**src/common/fss_pkg.sv**
```systemverilog
// Package of constants and types for the fault and shutdown supervisor.
package fss_pkg;

  // ----------------------------------------------------------------
  // Clock and timing
  // ----------------------------------------------------------------
  localparam int CLK_MHZ = 200;                 // Core clock rate in MHz.
  localparam int OC_SHUTDOWN_NS = 3000;         // Longest overcurrent shutdown time in ns.
  localparam int OC_SHUTDOWN_CYC = (OC_SHUTDOWN_NS * CLK_MHZ) / 1000; // Rounded down.
  localparam int UV_FILTER_US = 50;             // Supply dip must last longer than this, in us.
  localparam int UV_FILTER_CYC = (UV_FILTER_US * CLK_MHZ + 999) / 1000 * 1000; // Rounded up.
  localparam int SHUTDOWN_LOW_CYC = 32750;      // Enable/dimming low cycles before shutdown.
  localparam int STARTUP_MASK_CYC = 1000;       // Startup blanking of masked detectors.
  localparam int CNT_W = 16;                    // Width of the shared counters.

  // ----------------------------------------------------------------
  // Supervisor states
  // ----------------------------------------------------------------
  typedef enum logic [2:0]
  {
    FSS_OFF,
    FSS_STARTUP,
    FSS_RUN,
    FSS_FAULT,
    FSS_SHUTDOWN
  } fss_state_t;

endpackage

```
**src/hdl/fss_supervisor.sv**
```systemverilog
// Fault and shutdown supervisor for a boost LED driver.
`timescale 1ns/1ps
// Overview of operation
// - Overcurrent shuts device down within 3 us.
// - Overcurrent latch holds until qualified shutdown or a supply drop to off.
// - Overcurrent asserts the fault flag.
// - Overcurrent opens the input disconnect switch.
// - Enable only when both supply comparators high.
// - Disable after supply low over 50 us.
// - Supply below 4.35 V shuts down.
// - Long enable low enters shutdown from startup, run or fault, clears latches.
// - Shutdown keeps sinks off until enable high.
// - Mask selected detectors during startup.
// - Switch limit cuts one cycle, no fault.
// - Latched fault turns all drives off together.
module fss_supervisor
(
  // Clock and reset.
  input wire logic core_clk,
  input wire logic rst_n,
  // Comparator and pin inputs.
  input wire logic input_oc_trip,
  input wire logic supply_above_rise,
  input wire logic sense_above_rise,
  input wire logic supply_above_fall,
  input wire logic supply_below_min,
  input wire logic en_dim_pin,
  input wire logic switch_cycle_current_limit,
  input wire logic switch_cycle_start,
  input wire logic startup_detect,
  // Drive outputs.
  output logic fault_n,
  output logic disconnect_gate_on,
  output logic boost_enable,
  output logic sink_enable,
  output logic low_power
);

  // ----------------------------------------------------------------
  // Synchronised inputs
  // ----------------------------------------------------------------
  logic oc_s; // Filtered overcurrent trip.
  logic en_s; // Filtered enable/dimming level.
  logic rise_s; // Supply above rising threshold.
  logic sense_s; // Sense pin above rising threshold.
  logic fall_s; // Supply above falling threshold.
  logic min_s; // Supply below the hard minimum.
  logic det_s; // A masked detector during startup.
  logic ilim_s; // Cycle limit event.
  logic cyc_s; // Start of a switching cycle.

  fss_sync u_oc (.core_clk(core_clk), .rst_n(rst_n), .pin_in(input_oc_trip), .level_out(oc_s));
  fss_sync u_en (.core_clk(core_clk), .rst_n(rst_n), .pin_in(en_dim_pin), .level_out(en_s));
  fss_sync u_rise (.core_clk(core_clk), .rst_n(rst_n), .pin_in(supply_above_rise), .level_out(rise_s));
  fss_sync u_sense (.core_clk(core_clk), .rst_n(rst_n), .pin_in(sense_above_rise), .level_out(sense_s));
  fss_sync u_fall (.core_clk(core_clk), .rst_n(rst_n), .pin_in(supply_above_fall), .level_out(fall_s));
  fss_sync u_min (.core_clk(core_clk), .rst_n(rst_n), .pin_in(supply_below_min), .level_out(min_s));
  fss_sync u_det (.core_clk(core_clk), .rst_n(rst_n), .pin_in(startup_detect), .level_out(det_s));
  fss_sync u_ilim (.core_clk(core_clk), .rst_n(rst_n), .pin_in(switch_cycle_current_limit), .level_out(ilim_s));
  fss_sync u_cyc (.core_clk(core_clk), .rst_n(rst_n), .pin_in(switch_cycle_start), .level_out(cyc_s));

  // ----------------------------------------------------------------
  // State and counters
  // ----------------------------------------------------------------
  fss_pkg::fss_state_t state_q; // Supervisor state.
  fss_pkg::fss_state_t state_d; // Next state.
  logic [fss_pkg::CNT_W-1:0] low_cnt_q; // Enable low time.
  logic [fss_pkg::CNT_W-1:0] uv_cnt_q; // Supply dip time.
  logic [fss_pkg::CNT_W-1:0] su_cnt_q; // Startup blanking time.
  logic fault_latch_q; // Latched severe fault.
  logic cyc_off_q; // Boost off for the rest of this cycle.
  logic cyc_s_q; // Previous cycle-start level for edge detect.
  logic fault_n_q;
  logic gate_q;
  logic boost_q;
  logic sink_q;
  logic lowp_q;

  // Saturating increment used by all three timers.
  function automatic logic [fss_pkg::CNT_W-1:0] sat_inc(input logic [fss_pkg::CNT_W-1:0] v);
    sat_inc = (v == {fss_pkg::CNT_W{1'b1}}) ? v : v + 16'h0001;
  endfunction

  // ----------------------------------------------------------------
  // Decode
  // ----------------------------------------------------------------
  wire supply_ok = rise_s && sense_s;
  wire uv_expired = (uv_cnt_q > fss_pkg::CNT_W'(fss_pkg::UV_FILTER_CYC));
  wire hard_off = min_s || uv_expired;
  wire low_expired = (low_cnt_q >= fss_pkg::CNT_W'(fss_pkg::SHUTDOWN_LOW_CYC));
  wire in_startup = (state_q == fss_pkg::FSS_STARTUP);
  wire startup_done = (su_cnt_q >= fss_pkg::CNT_W'(fss_pkg::STARTUP_MASK_CYC));
  // The startup detector only counts outside the blanking window.
  wire det_fault = det_s && !in_startup && (state_q == fss_pkg::FSS_RUN);
  // Overcurrent is honoured in every state except off and shutdown, whatever the enable level.
  wire oc_fault = oc_s && (state_q != fss_pkg::FSS_OFF) && (state_q != fss_pkg::FSS_SHUTDOWN);
  wire cyc_rise = cyc_s && !cyc_s_q;
  wire run_drive = (state_d == fss_pkg::FSS_RUN);

  // ----------------------------------------------------------------
  // Next state
  // ----------------------------------------------------------------
  always_comb
  begin
    state_d = state_q;
    case (state_q)
      fss_pkg::FSS_OFF:
      begin
        // Wait for both comparators above the rising threshold.
        if (supply_ok && en_s)
        begin
          state_d = fss_pkg::FSS_STARTUP;
        end
      end
      fss_pkg::FSS_STARTUP:
      begin
        if (startup_done)
        begin
          state_d = fss_pkg::FSS_RUN;
        end
      end
      fss_pkg::FSS_RUN:
      begin
        if (low_expired)
        begin
          state_d = fss_pkg::FSS_SHUTDOWN;
        end
      end
      fss_pkg::FSS_FAULT:
      begin
        // Only a qualified low time or a supply drop to off releases a latched fault.
        if (low_expired)
        begin
          state_d = fss_pkg::FSS_SHUTDOWN;
        end
      end
      fss_pkg::FSS_SHUTDOWN:
      begin
        if (en_s)
        begin
          state_d = fss_pkg::FSS_OFF;
        end
      end
      default:
      begin
        state_d = fss_pkg::FSS_OFF;
      end
    endcase
    if (state_q == fss_pkg::FSS_STARTUP && low_expired)
    begin
      state_d = fss_pkg::FSS_SHUTDOWN;
    end
    if (oc_fault || det_fault)
    begin
      state_d = fss_pkg::FSS_FAULT;
    end
    if (hard_off)
    begin
      state_d = fss_pkg::FSS_OFF;
    end
  end

  // ----------------------------------------------------------------
  // State register and timers
  // ----------------------------------------------------------------
  // The low counter restarts on any high sample so dimming never trips it.
  always_ff @(posedge core_clk or negedge rst_n)
  begin
    if (!rst_n)
    begin
      state_q <= fss_pkg::FSS_OFF;
      low_cnt_q <= 16'h0000;
      uv_cnt_q <= 16'h0000;
      su_cnt_q <= 16'h0000;
      cyc_s_q <= 1'b0;
    end
    else
    begin
      state_q <= state_d;
      low_cnt_q <= en_s ? 16'h0000 : sat_inc(low_cnt_q);
      uv_cnt_q <= fall_s ? 16'h0000 : sat_inc(uv_cnt_q);
      su_cnt_q <= in_startup ? sat_inc(su_cnt_q) : 16'h0000;
      cyc_s_q <= cyc_s;
    end
  end

  // ----------------------------------------------------------------
  // Fault latch and outputs
  // ----------------------------------------------------------------
  // Entering shutdown clears the latch, but a new trip in the same cycle wins.
  always_ff @(posedge core_clk or negedge rst_n)
  begin
    if (!rst_n)
    begin
      fault_latch_q <= 1'b0;
      cyc_off_q <= 1'b0;
      fault_n_q <= 1'b1;
      gate_q <= 1'b0;
      boost_q <= 1'b0;
      sink_q <= 1'b0;
      lowp_q <= 1'b1;
    end
    else
    begin
      if (oc_fault || det_fault)
      begin
        fault_latch_q <= 1'b1;
      end
      else if (state_d == fss_pkg::FSS_SHUTDOWN || state_d == fss_pkg::FSS_OFF)
      begin
        fault_latch_q <= 1'b0;
      end
      // Cycle limit blanks only until the next cycle starts.
      if (ilim_s)
      begin
        cyc_off_q <= 1'b1;
      end
      else if (cyc_rise)
      begin
        cyc_off_q <= 1'b0;
      end
      fault_n_q <= !((oc_fault || det_fault) || (fault_latch_q && state_d == fss_pkg::FSS_FAULT));
      gate_q <= (state_d == fss_pkg::FSS_STARTUP) || run_drive;
      boost_q <= run_drive && !ilim_s && !cyc_off_q;
      sink_q <= run_drive;
      lowp_q <= (state_d == fss_pkg::FSS_SHUTDOWN);
    end
  end

  assign fault_n = fault_n_q;
  assign disconnect_gate_on = gate_q;
  assign boost_enable = boost_q;
  assign sink_enable = sink_q;
  assign low_power = lowp_q;

  // ----------------------------------------------------------------
  // Checks
  // ----------------------------------------------------------------
  chk_oc_gate_off: assert property (@(posedge core_clk) disable iff (!rst_n)
    oc_fault |=> !disconnect_gate_on) else $error("Gate not off after overcurrent.");
  chk_oc_flag_set: assert property (@(posedge core_clk) disable iff (!rst_n)
    oc_fault |=> !fault_n) else $error("Fault flag not set by overcurrent.");
  chk_latch_holds: assert property (@(posedge core_clk) disable iff (!rst_n)
    (fault_latch_q && !low_expired && !hard_off) |=> fault_latch_q) else $error("Latch dropped early.");
  chk_all_off: assert property (@(posedge core_clk) disable iff (!rst_n)
    (state_q == fss_pkg::FSS_FAULT) |-> (!boost_enable && !sink_enable && !disconnect_gate_on))
    else $error("Drive left on in fault.");
  chk_enable_needs: assert property (@(posedge core_clk) disable iff (!rst_n)
    ($past(state_q) == fss_pkg::FSS_OFF && state_q == fss_pkg::FSS_STARTUP) |-> $past(supply_ok))
    else $error("Enabled without supply.");
  chk_uv_filter: assert property (@(posedge core_clk) disable iff (!rst_n)
    (!fall_s && uv_cnt_q < 16'h0010 && !min_s && state_q == fss_pkg::FSS_RUN && !oc_fault && !det_fault
     && !low_expired) |=> state_q == fss_pkg::FSS_RUN) else $error("Short dip disabled device.");
  chk_min_off: assert property (@(posedge core_clk) disable iff (!rst_n)
    min_s |=> state_q == fss_pkg::FSS_OFF) else $error("No shutdown below minimum supply.");
  chk_shutdown_sinks: assert property (@(posedge core_clk) disable iff (!rst_n)
    (state_q == fss_pkg::FSS_SHUTDOWN) |-> (!sink_enable && low_power)) else $error("Sinks on in shutdown.");
  chk_low_restart: assert property (@(posedge core_clk) disable iff (!rst_n)
    en_s |=> low_cnt_q == 16'h0000) else $error("Low counter not restarted.");
  chk_climit_noflt: assert property (@(posedge core_clk) disable iff (!rst_n)
    (ilim_s && state_q == fss_pkg::FSS_RUN && state_d == fss_pkg::FSS_RUN)
    |=> (!boost_enable && fault_n && sink_enable))
    else $error("Cycle limit misbehaved.");

endmodule

```
**src/hdl/fss_sync.sv**
```systemverilog
// Three-stage synchroniser with agreement filter for one pin input.
`timescale 1ns/1ps
module fss_sync
(
  // Clock and reset.
  input wire logic core_clk,
  input wire logic rst_n,
  // Pin and filtered level.
  input wire logic pin_in,
  output logic level_out
);

  // ----------------------------------------------------------------
  // Sampling chain
  // ----------------------------------------------------------------
  logic s1_q; // First stage, read only by the second.
  logic s2_q; // Second stage.
  logic s3_q; // Third stage.
  logic lvl_q; // Accepted level.

  // The level changes only when stages two and three agree.
  always_ff @(posedge core_clk or negedge rst_n)
  begin
    if (!rst_n)
    begin
      s1_q <= 1'b0;
      s2_q <= 1'b0;
      s3_q <= 1'b0;
      lvl_q <= 1'b0;
    end
    else
    begin
      s1_q <= pin_in;
      s2_q <= s1_q;
      s3_q <= s2_q;
      if (s2_q == s3_q)
      begin
        lvl_q <= s3_q;
      end
    end
  end

  assign level_out = lvl_q;

endmodule

```
**config.mk**
```make
export PLATFORM = sky130hd
export DESIGN_NAME = fss_supervisor
export DESIGN_NICKNAME = d
export VERILOG_FILES = /design/src/common/fss_pkg.sv /design/src/hdl/fss_supervisor.sv /design/src/hdl/fss_sync.sv
export SDC_FILE = /design/constraint.sdc
export NUM_CORES = 1
export LEC_CHECK = 0
export ABC_AREA = 1
export BUFFER_PORTS_ARGS = -buffer_cell sky130_fd_sc_hd__buf_2
export CORE_MARGIN = 2
export CORE_UTILIZATION = 27
export CTS_BUF_LIST = sky130_fd_sc_hd__clkbuf_2
export DETAILED_ROUTE_END_ITERATION = 16
export GPL_ROUTABILITY_DRIVEN = 0
export PLACE_DENSITY = 0.5
export RECOVER_POWER = 100
export SYNTH_ARGS = -nofsm -noshare
export SYNTH_HDL_FRONTEND = slang
export SYNTH_SLANG_ARGS = --single-unit
```
**constraint.sdc**
```tcl
create_clock -name core_clk -period 1.6 [get_ports core_clk]
set_clock_uncertainty 0.1 [all_clocks]
set_input_delay 0.08 -clock core_clk [delete_from_list [all_inputs] [get_ports core_clk]]
set_output_delay 0.08 -clock core_clk [all_outputs]
set_load 0.02 [all_outputs]
```
---- Word-level counts from Yosys, hierarchy flattened ----
Cells that the tools add are included.
storage, ports and cells
  register bits after elaboration ......... 95
cells by class
  add/sub/neg operators ................... 3
  magnitude comparators ................... 3
  eq/ne operators ......................... 24
  multiplexer cells ....................... 18
  reductions and logical operators ........ 27
operators with widths
  cell                                                                                   count
  16-bit two-way mux                                                                     6
  16-bit by 1-bit adder with 16-bit output, second input constant                        3
  16-bit equality test, second input constant                                            3
  3-bit two-way mux                                                                      7
  16-bit by 10-bit greater-or-equal comparator with 1-bit output, second input constant  1
  16-bit by 15-bit greater-or-equal comparator with 1-bit output, second input constant  1
  16-bit by 14-bit greater-than comparator with 1-bit output, second input constant      1
  3-bit by 2-bit equality test with 1-bit output, second input constant                  4
  3-bit case mux with 4 select lines                                                     1
  1-bit logical AND                                                                      11
  1-bit equality test                                                                    9
  3-bit by 1-bit equality test with 1-bit output, second input constant                  2
  3-bit equality test, second input constant                                             2
  3-bit zero test                                                                        2
  1-bit zero test                                                                        5
  1-bit logical OR                                                                       5
  1-bit two-way mux                                                                      4
  2-bit by 1-bit inequality test with 1-bit output, second input constant                2
  2-bit nonzero test                                                                     2
  3-bit inequality test, second input constant                                           1
  3-bit nonzero test                                                                     1
  2-bit inequality test, second input constant                                           1
  2-bit OR reduction                                                                     1

---- Depth between registers and ports, before layout ----
  word-level depth ........................ 11
  depth in mapped cells ................... 15

---- Modules after synthesis ----
A second synthesis with hierarchy kept.
second synthesis, totals
  cells, all modules ...................... 485
  area total of the unflattened synthesis .. 4405.5 sq um
modules (own cells, without submodules)
  module          instances  cells each  area each (sq um)  seq. area each (sq um)
  fss_supervisor  1          413         3358.2             1478.9
  fss_sync        9          8           116.4              100.1

---- Worst setup path after synthesis ----
Ideal clock, no wire load.
  kind .................................... flip-flop to flip-flop
  start ................................... reg su_cnt_q[1] (netlist bit)
  end ..................................... reg su_cnt_q[10] (netlist bit)
  arrival time ............................ 1.477 ns
  slack ................................... -0.064 ns
  cell stages (with the launch flop) ...... 12
  buffers on the path ..................... 0
  period minus slack after synthesis ...... 1.664 ns
  cell sequence ........................... dfrtp_1 ha_1 nand2_1 nor2_1 nand2_1 nor2_2 nand2_1 nor2_2 nand3_2 nand3_1 nor2_1 a211oi_2
between the ends
  cells in the longest elaborated chain, start to end .. 3
  elaborated cells between the ends (all ways) .. 5
  classes of those cells .................. add/sub: 1; eq/ne: 2; mux: 2
ends and longest elaborated chain
  what                                      RTL line               source
  start: declaration                        fss_supervisor.sv:69   logic [fss_pkg::CNT_W-1:0] su_cnt_q;
  start signal: assignment                  fss_supervisor.sv:182  su_cnt_q <= in_startup ? sat_inc(su_cnt_q) : 16'h0000;
  16-bit by 1-bit adder with 16-bit output  fss_supervisor.sv:81   sat_inc = (v == {fss_pkg::CNT_W{1'b1}}) ? v : v + 16'h0001;
  16-bit two-way mux                        fss_supervisor.sv:81
  16-bit two-way mux                        fss_supervisor.sv:182
Several ways; a longest one is shown, not always the timed one. The select of a mux whose other input is x is not followed.
A chain may end at the register's enable or synchronous reset.

---- Worst setup path after layout ----
  start ................................... reg low_cnt_q[0] (netlist bit)
  end ..................................... reg gate_q (netlist: disconnect_gate_on)
between the ends
  cells in the longest elaborated chain, start to end .. 8
  elaborated cells between the ends (all ways) .. 10
  classes of those cells .................. order compare: 1; eq/ne: 2; mux: 5; reduce/logical: 2
ends and longest elaborated chain
  what                                                                                                                     RTL line                                      source
  start: declaration                                                                                                       fss_supervisor.sv:67                          logic [fss_pkg::CNT_W-1:0] low_cnt_q;
  start signal: assignment                                                                                                 fss_supervisor.sv:180                         low_cnt_q <= en_s ? 16'h0000 : sat_inc(low_cnt_q);
  16-bit by 15-bit greater-or-equal comparator with 1-bit output (*)                                                       fss_supervisor.sv:90                          wire low_expired = (low_cnt_q >= fss_pkg::CNT_W'(fss_pkg::SHUTDOWN_LOW_CYC));
  3-bit two-way mux                                                                                                        fss_supervisor.sv:124, fss_supervisor.sv:132
  3-bit case mux with 4 select lines                                                                                       fss_supervisor.sv:106                         case (state_q)
  3-bit two-way mux (*)                                                                                                    fss_supervisor.sv:149                         if (state_q == fss_pkg::FSS_STARTUP && low_expired)
  3-bit two-way mux (*)                                                                                                    fss_supervisor.sv:153                         if (oc_fault || det_fault)
  3-bit two-way mux (*)                                                                                                    fss_supervisor.sv:157                         if (hard_off)
  named net state_d[1]                                                                                                     fss_supervisor.sv:66                          fss_pkg::fss_state_t state_d;
  3-bit by 1-bit equality test with 1-bit output / 3-bit by 2-bit equality test with 1-bit output (equally long branches)  fss_supervisor.sv:223, fss_supervisor.sv:98
  1-bit logical OR (*)                                                                                                     fss_supervisor.sv:223                         gate_q <= (state_d == fss_pkg::FSS_STARTUP) || run_drive;
  end signal: assignment                                                                                                   fss_supervisor.sv:223
  end: declaration                                                                                                         fss_supervisor.sv:74                          logic gate_q;
Mark *: on every way through the listed nets, which the timed path passes. The rest lies on a longest branch.

==> flow_metrics.tcl <==
set metrics [dict create \
    synth_fa_ha_area_frac 0.0390 \
    yosysSeqAreaShare 0.561 \
    antenna_left 0 \
    r2r-end "disconnect_gate_on" \
    p_leak_uw 0.00278 \
    synth_seq_cells 95 \
    setup_violations 45 \
    area_growth_pct 46.6 \
    vdd_drop_max_mv 0.590 \
    critical_path_class "flip-flop to flip-flop" \
    rsz0062_at_grt "yes" \
    synth_compound_area_frac 0.101 \
    synth_largest_area_cell "dfrtp_1" \
    pwr-share-comb 0.249 \
    syn_area_per_cell_um2 9.26 \
    synth_cell_types 39 \
    cts_buffers 9 \
    wl_per_cell_um 12.5 \
    synth_area_mm2 0.00424 \
    cts_sinks 95 \
    clock-root-buffer "clkbuf_2" \
    synth-simple-area-share 0.225 \
    path_max_fanout 4 \
    worstHoldEndpoint "u_sense.s1_q" \
    htreeDepth 3 \
    synth_nets 475 \
    cts_tree "done" \
    ys_async_sr_fraction 1.00 \
    synth_top_area_frac 0.549 \
    io_pins 16 \
    fin_nets 616 \
    synth_top_family_by_area "simple AND/OR/NAND/NOR gates" \
    p_per_area_mw_per_mm2 833 \
    cts.clk_slew.worst_paths_ns 0.29 \
    crit_required_ns 2.02 \
    min_from "sense_above_rise" \
    dpl.hpwl_um 6490 \
    num_rows 45 \
    wl_um 10200 \
    synthCells 458 \
    clkPwrFrac 0.229 \
    start_util 0.278 \
    r2r-start "low_cnt_q[0]" \
    grt_use_total 0.123 \
    synth_xor_area_frac 0.0103 \
    grt_pass1_vias 3593 \
    crit_path_start_kind "flip-flop" \
    grt_max_degree 44 \
    clk_latency_ns 0.58 \
    worst_hold_slack_ns 0.0422 \
    antenna_found_initial 0 \
    hold_path_class "input pin to flip-flop" \
    dr.pass1.iters 4 \
    vias 3614 \
    internal_power_uw 3370 \
    r2r_slack_ns -0.20 \
    synth_edf_count 0 \
    worst-endpoint-arrival_ns 2.22 \
    drt_iter0_markers 107 \
    synthMuxAreaShare 0 \
    p_sw_frac 0.348 \
    power_switching_uw 1800 \
    diodes 0 \
    cts_buffer_depth 2 \
    yosys-top-cells-area "dfrtp_1 55%, nand2_1 6.7%, inv_1 5.4%" \
    viasPerCell 4.43 \
    hold_depth 2 \
    crit_start "low_cnt_q[0]" \
    slew_headroom 0.438 \
    status "finished with violations" \
    power.total_uw 5180 \
    finalWorstSetupSlack_ns -0.197 \
    die_w_um 129 \
    finalCritPeriodShare 1.12 \
    core-area_mm2 0.0153 \
    route.detailed.drc 0 \
    drv_slew 0 \
    portBuffers 15 \
    rr_worst_depth 14 \
    ys.flop_type "dfrtp_1" \
    violations "setup timing" \
    grt_pass1_wl_um 16500 \
    drive_gt1_frac 0.430 \
    die_h_um 129 \
    max_freq_ghz 0.557 \
    worst_slew_pin_slew_ns 0.840 \
    seqPwrFrac 0.522 \
    dieArea_mm2 0.0167 \
    yosysWarnings 0 \
    end_kind "flip-flop" \
    drv_cap 0 \
    grt_overflow 0 \
    finalHoldViolCount 0 \
    period_needed_ns 1.80 \
]
[layer usage]
metal  up-vias  part of all wire  track usage  wire length (um)
met5         -                 0            0                 0
met4         0             0.014       0.0416               141
met3        12             0.021       0.0223               217
met2        43              0.53        0.209              5370
met1      1760              0.44        0.160              4430
li1       1799                 -            -                 -
[registers in the layout, summed over array words and instances, names as in the netlist, 3 cells and up]
name and flops:
low_cnt_q 16, state_q 3, su_cnt_q 16, uv_cnt_q 16
[power groups by stage]
stage / sequential [uW] / combinational, uW / clock [uW]
2_1_floorplan: 2760 / 502 / 0
3_3_place_gp: 2730 / 904 / 0
3_5_place_dp: 2730 / 919 / 0
4_1_cts: 2690 / 1090 / 1240
5_1_grt: 2730 / 1420 / 1330
6_report: 2700 / 1290 / 1190
[kinds of logic (layout without fill, tap and decap cells)]
group	after synthesis	in the layout
compound gates	73	73
xor+xnor	5	5
buf+inv	69	215
flops	95	95
simple gates	201	201
fa+ha+maj	15	15
[worst max-delay path, cell delays in order (launching register included)]
cell,delay [ns]
dfrtp_2,0.50
inv_2,0.07
ha_4,0.16
nor2_4,0.08
nor2_2,0.04
nand2_1,0.05
nand2_1,0.06
nand2_2,0.11
nand2_4,0.08
nand2_4,0.09
nand2_4,0.07
a21oi_4,0.14
nand2_1,0.07
nand2_1,0.05
nor2_1,0.04
[layout by cell type, fill, tap and decap left out, types with 11 or more instances in the layout]
cell type / count
dfrtp_1: 89
nor2_4: 13
buf_6: 14
inv_2: 15
nand2_1: 52
nand2_4: 13
buf_4: 80
clkbuf_2: 11
buf_2: 11
nand3_2: 12
dlygate4sd3_1: 20
nand3_1: 13
nand2_2: 18
inv_1: 48
nor3_1: 11
o21ai_0: 20
nor2_1: 26
[cells in the mapped netlist (all sizes together), types with 2 or more instances]
cell / number
a211oi: 6
a21oi: 18
a31oi: 7
buf: 2
clkbuf: 2
dfrtp: 93
dfstp: 2
ha: 6
inv: 65
maj3: 9
nand2: 83
nand3: 32
nand4: 8
nor2: 50
nor3: 20
nor4: 5
o21ai: 33
o31ai: 3
or2: 2
xor2: 5
[stage by stage]
stage	setup slack, ns	util	instances	setup TNS (ns)	instance area (um^2)
5_1_grt	-0.310	0.407	815	-9.98	6220
2_1_floorplan	-0.0639	-	458	-0.231	4260
6_report	-0.197	0.407	815	-4.50	6220
3_5_place_dp	-0.232	0.341	762	-4.42	5210
3_3_place_gp	-0.190	0.341	762	-2.62	5210
4_1_cts	-0.180	0.385	811	-3.30	5880
[worst max-delay path by stage]
stage / end
global route: uv_cnt_q[11]
finish: disconnect_gate_on
detailed placement: disconnect_gate_on
CTS: disconnect_gate_on
global placement: disconnect_gate_on
floorplan: su_cnt_q[10]
[timing repair]
| action | 4_1_cts | 5_1_grt |
|---|---|---|
| pin swaps | 26 | 45 |
| setup endpoints to repair | 50 | 57 |
| gates resized for setup | 80 | 85 |
| hold endpoints to repair | 104 | 0 |
| gates cloned | 0 | 0 |
| hold buffers | 20 | 0 |
| setup buffers | 13 | 8 |
[area by class of cell]
class	count	area, um^2
Fill cell	1502	9040
Sequential cell	95	2380
Multi-Input combinational cell	294	2140
Timing Repair Buffer	134	1070
Tap cell	211	264
Inverter	65	251
Clock inverter	6	61.3
Clock buffer	10	50.0
Power figures use the tool's default switching activity.
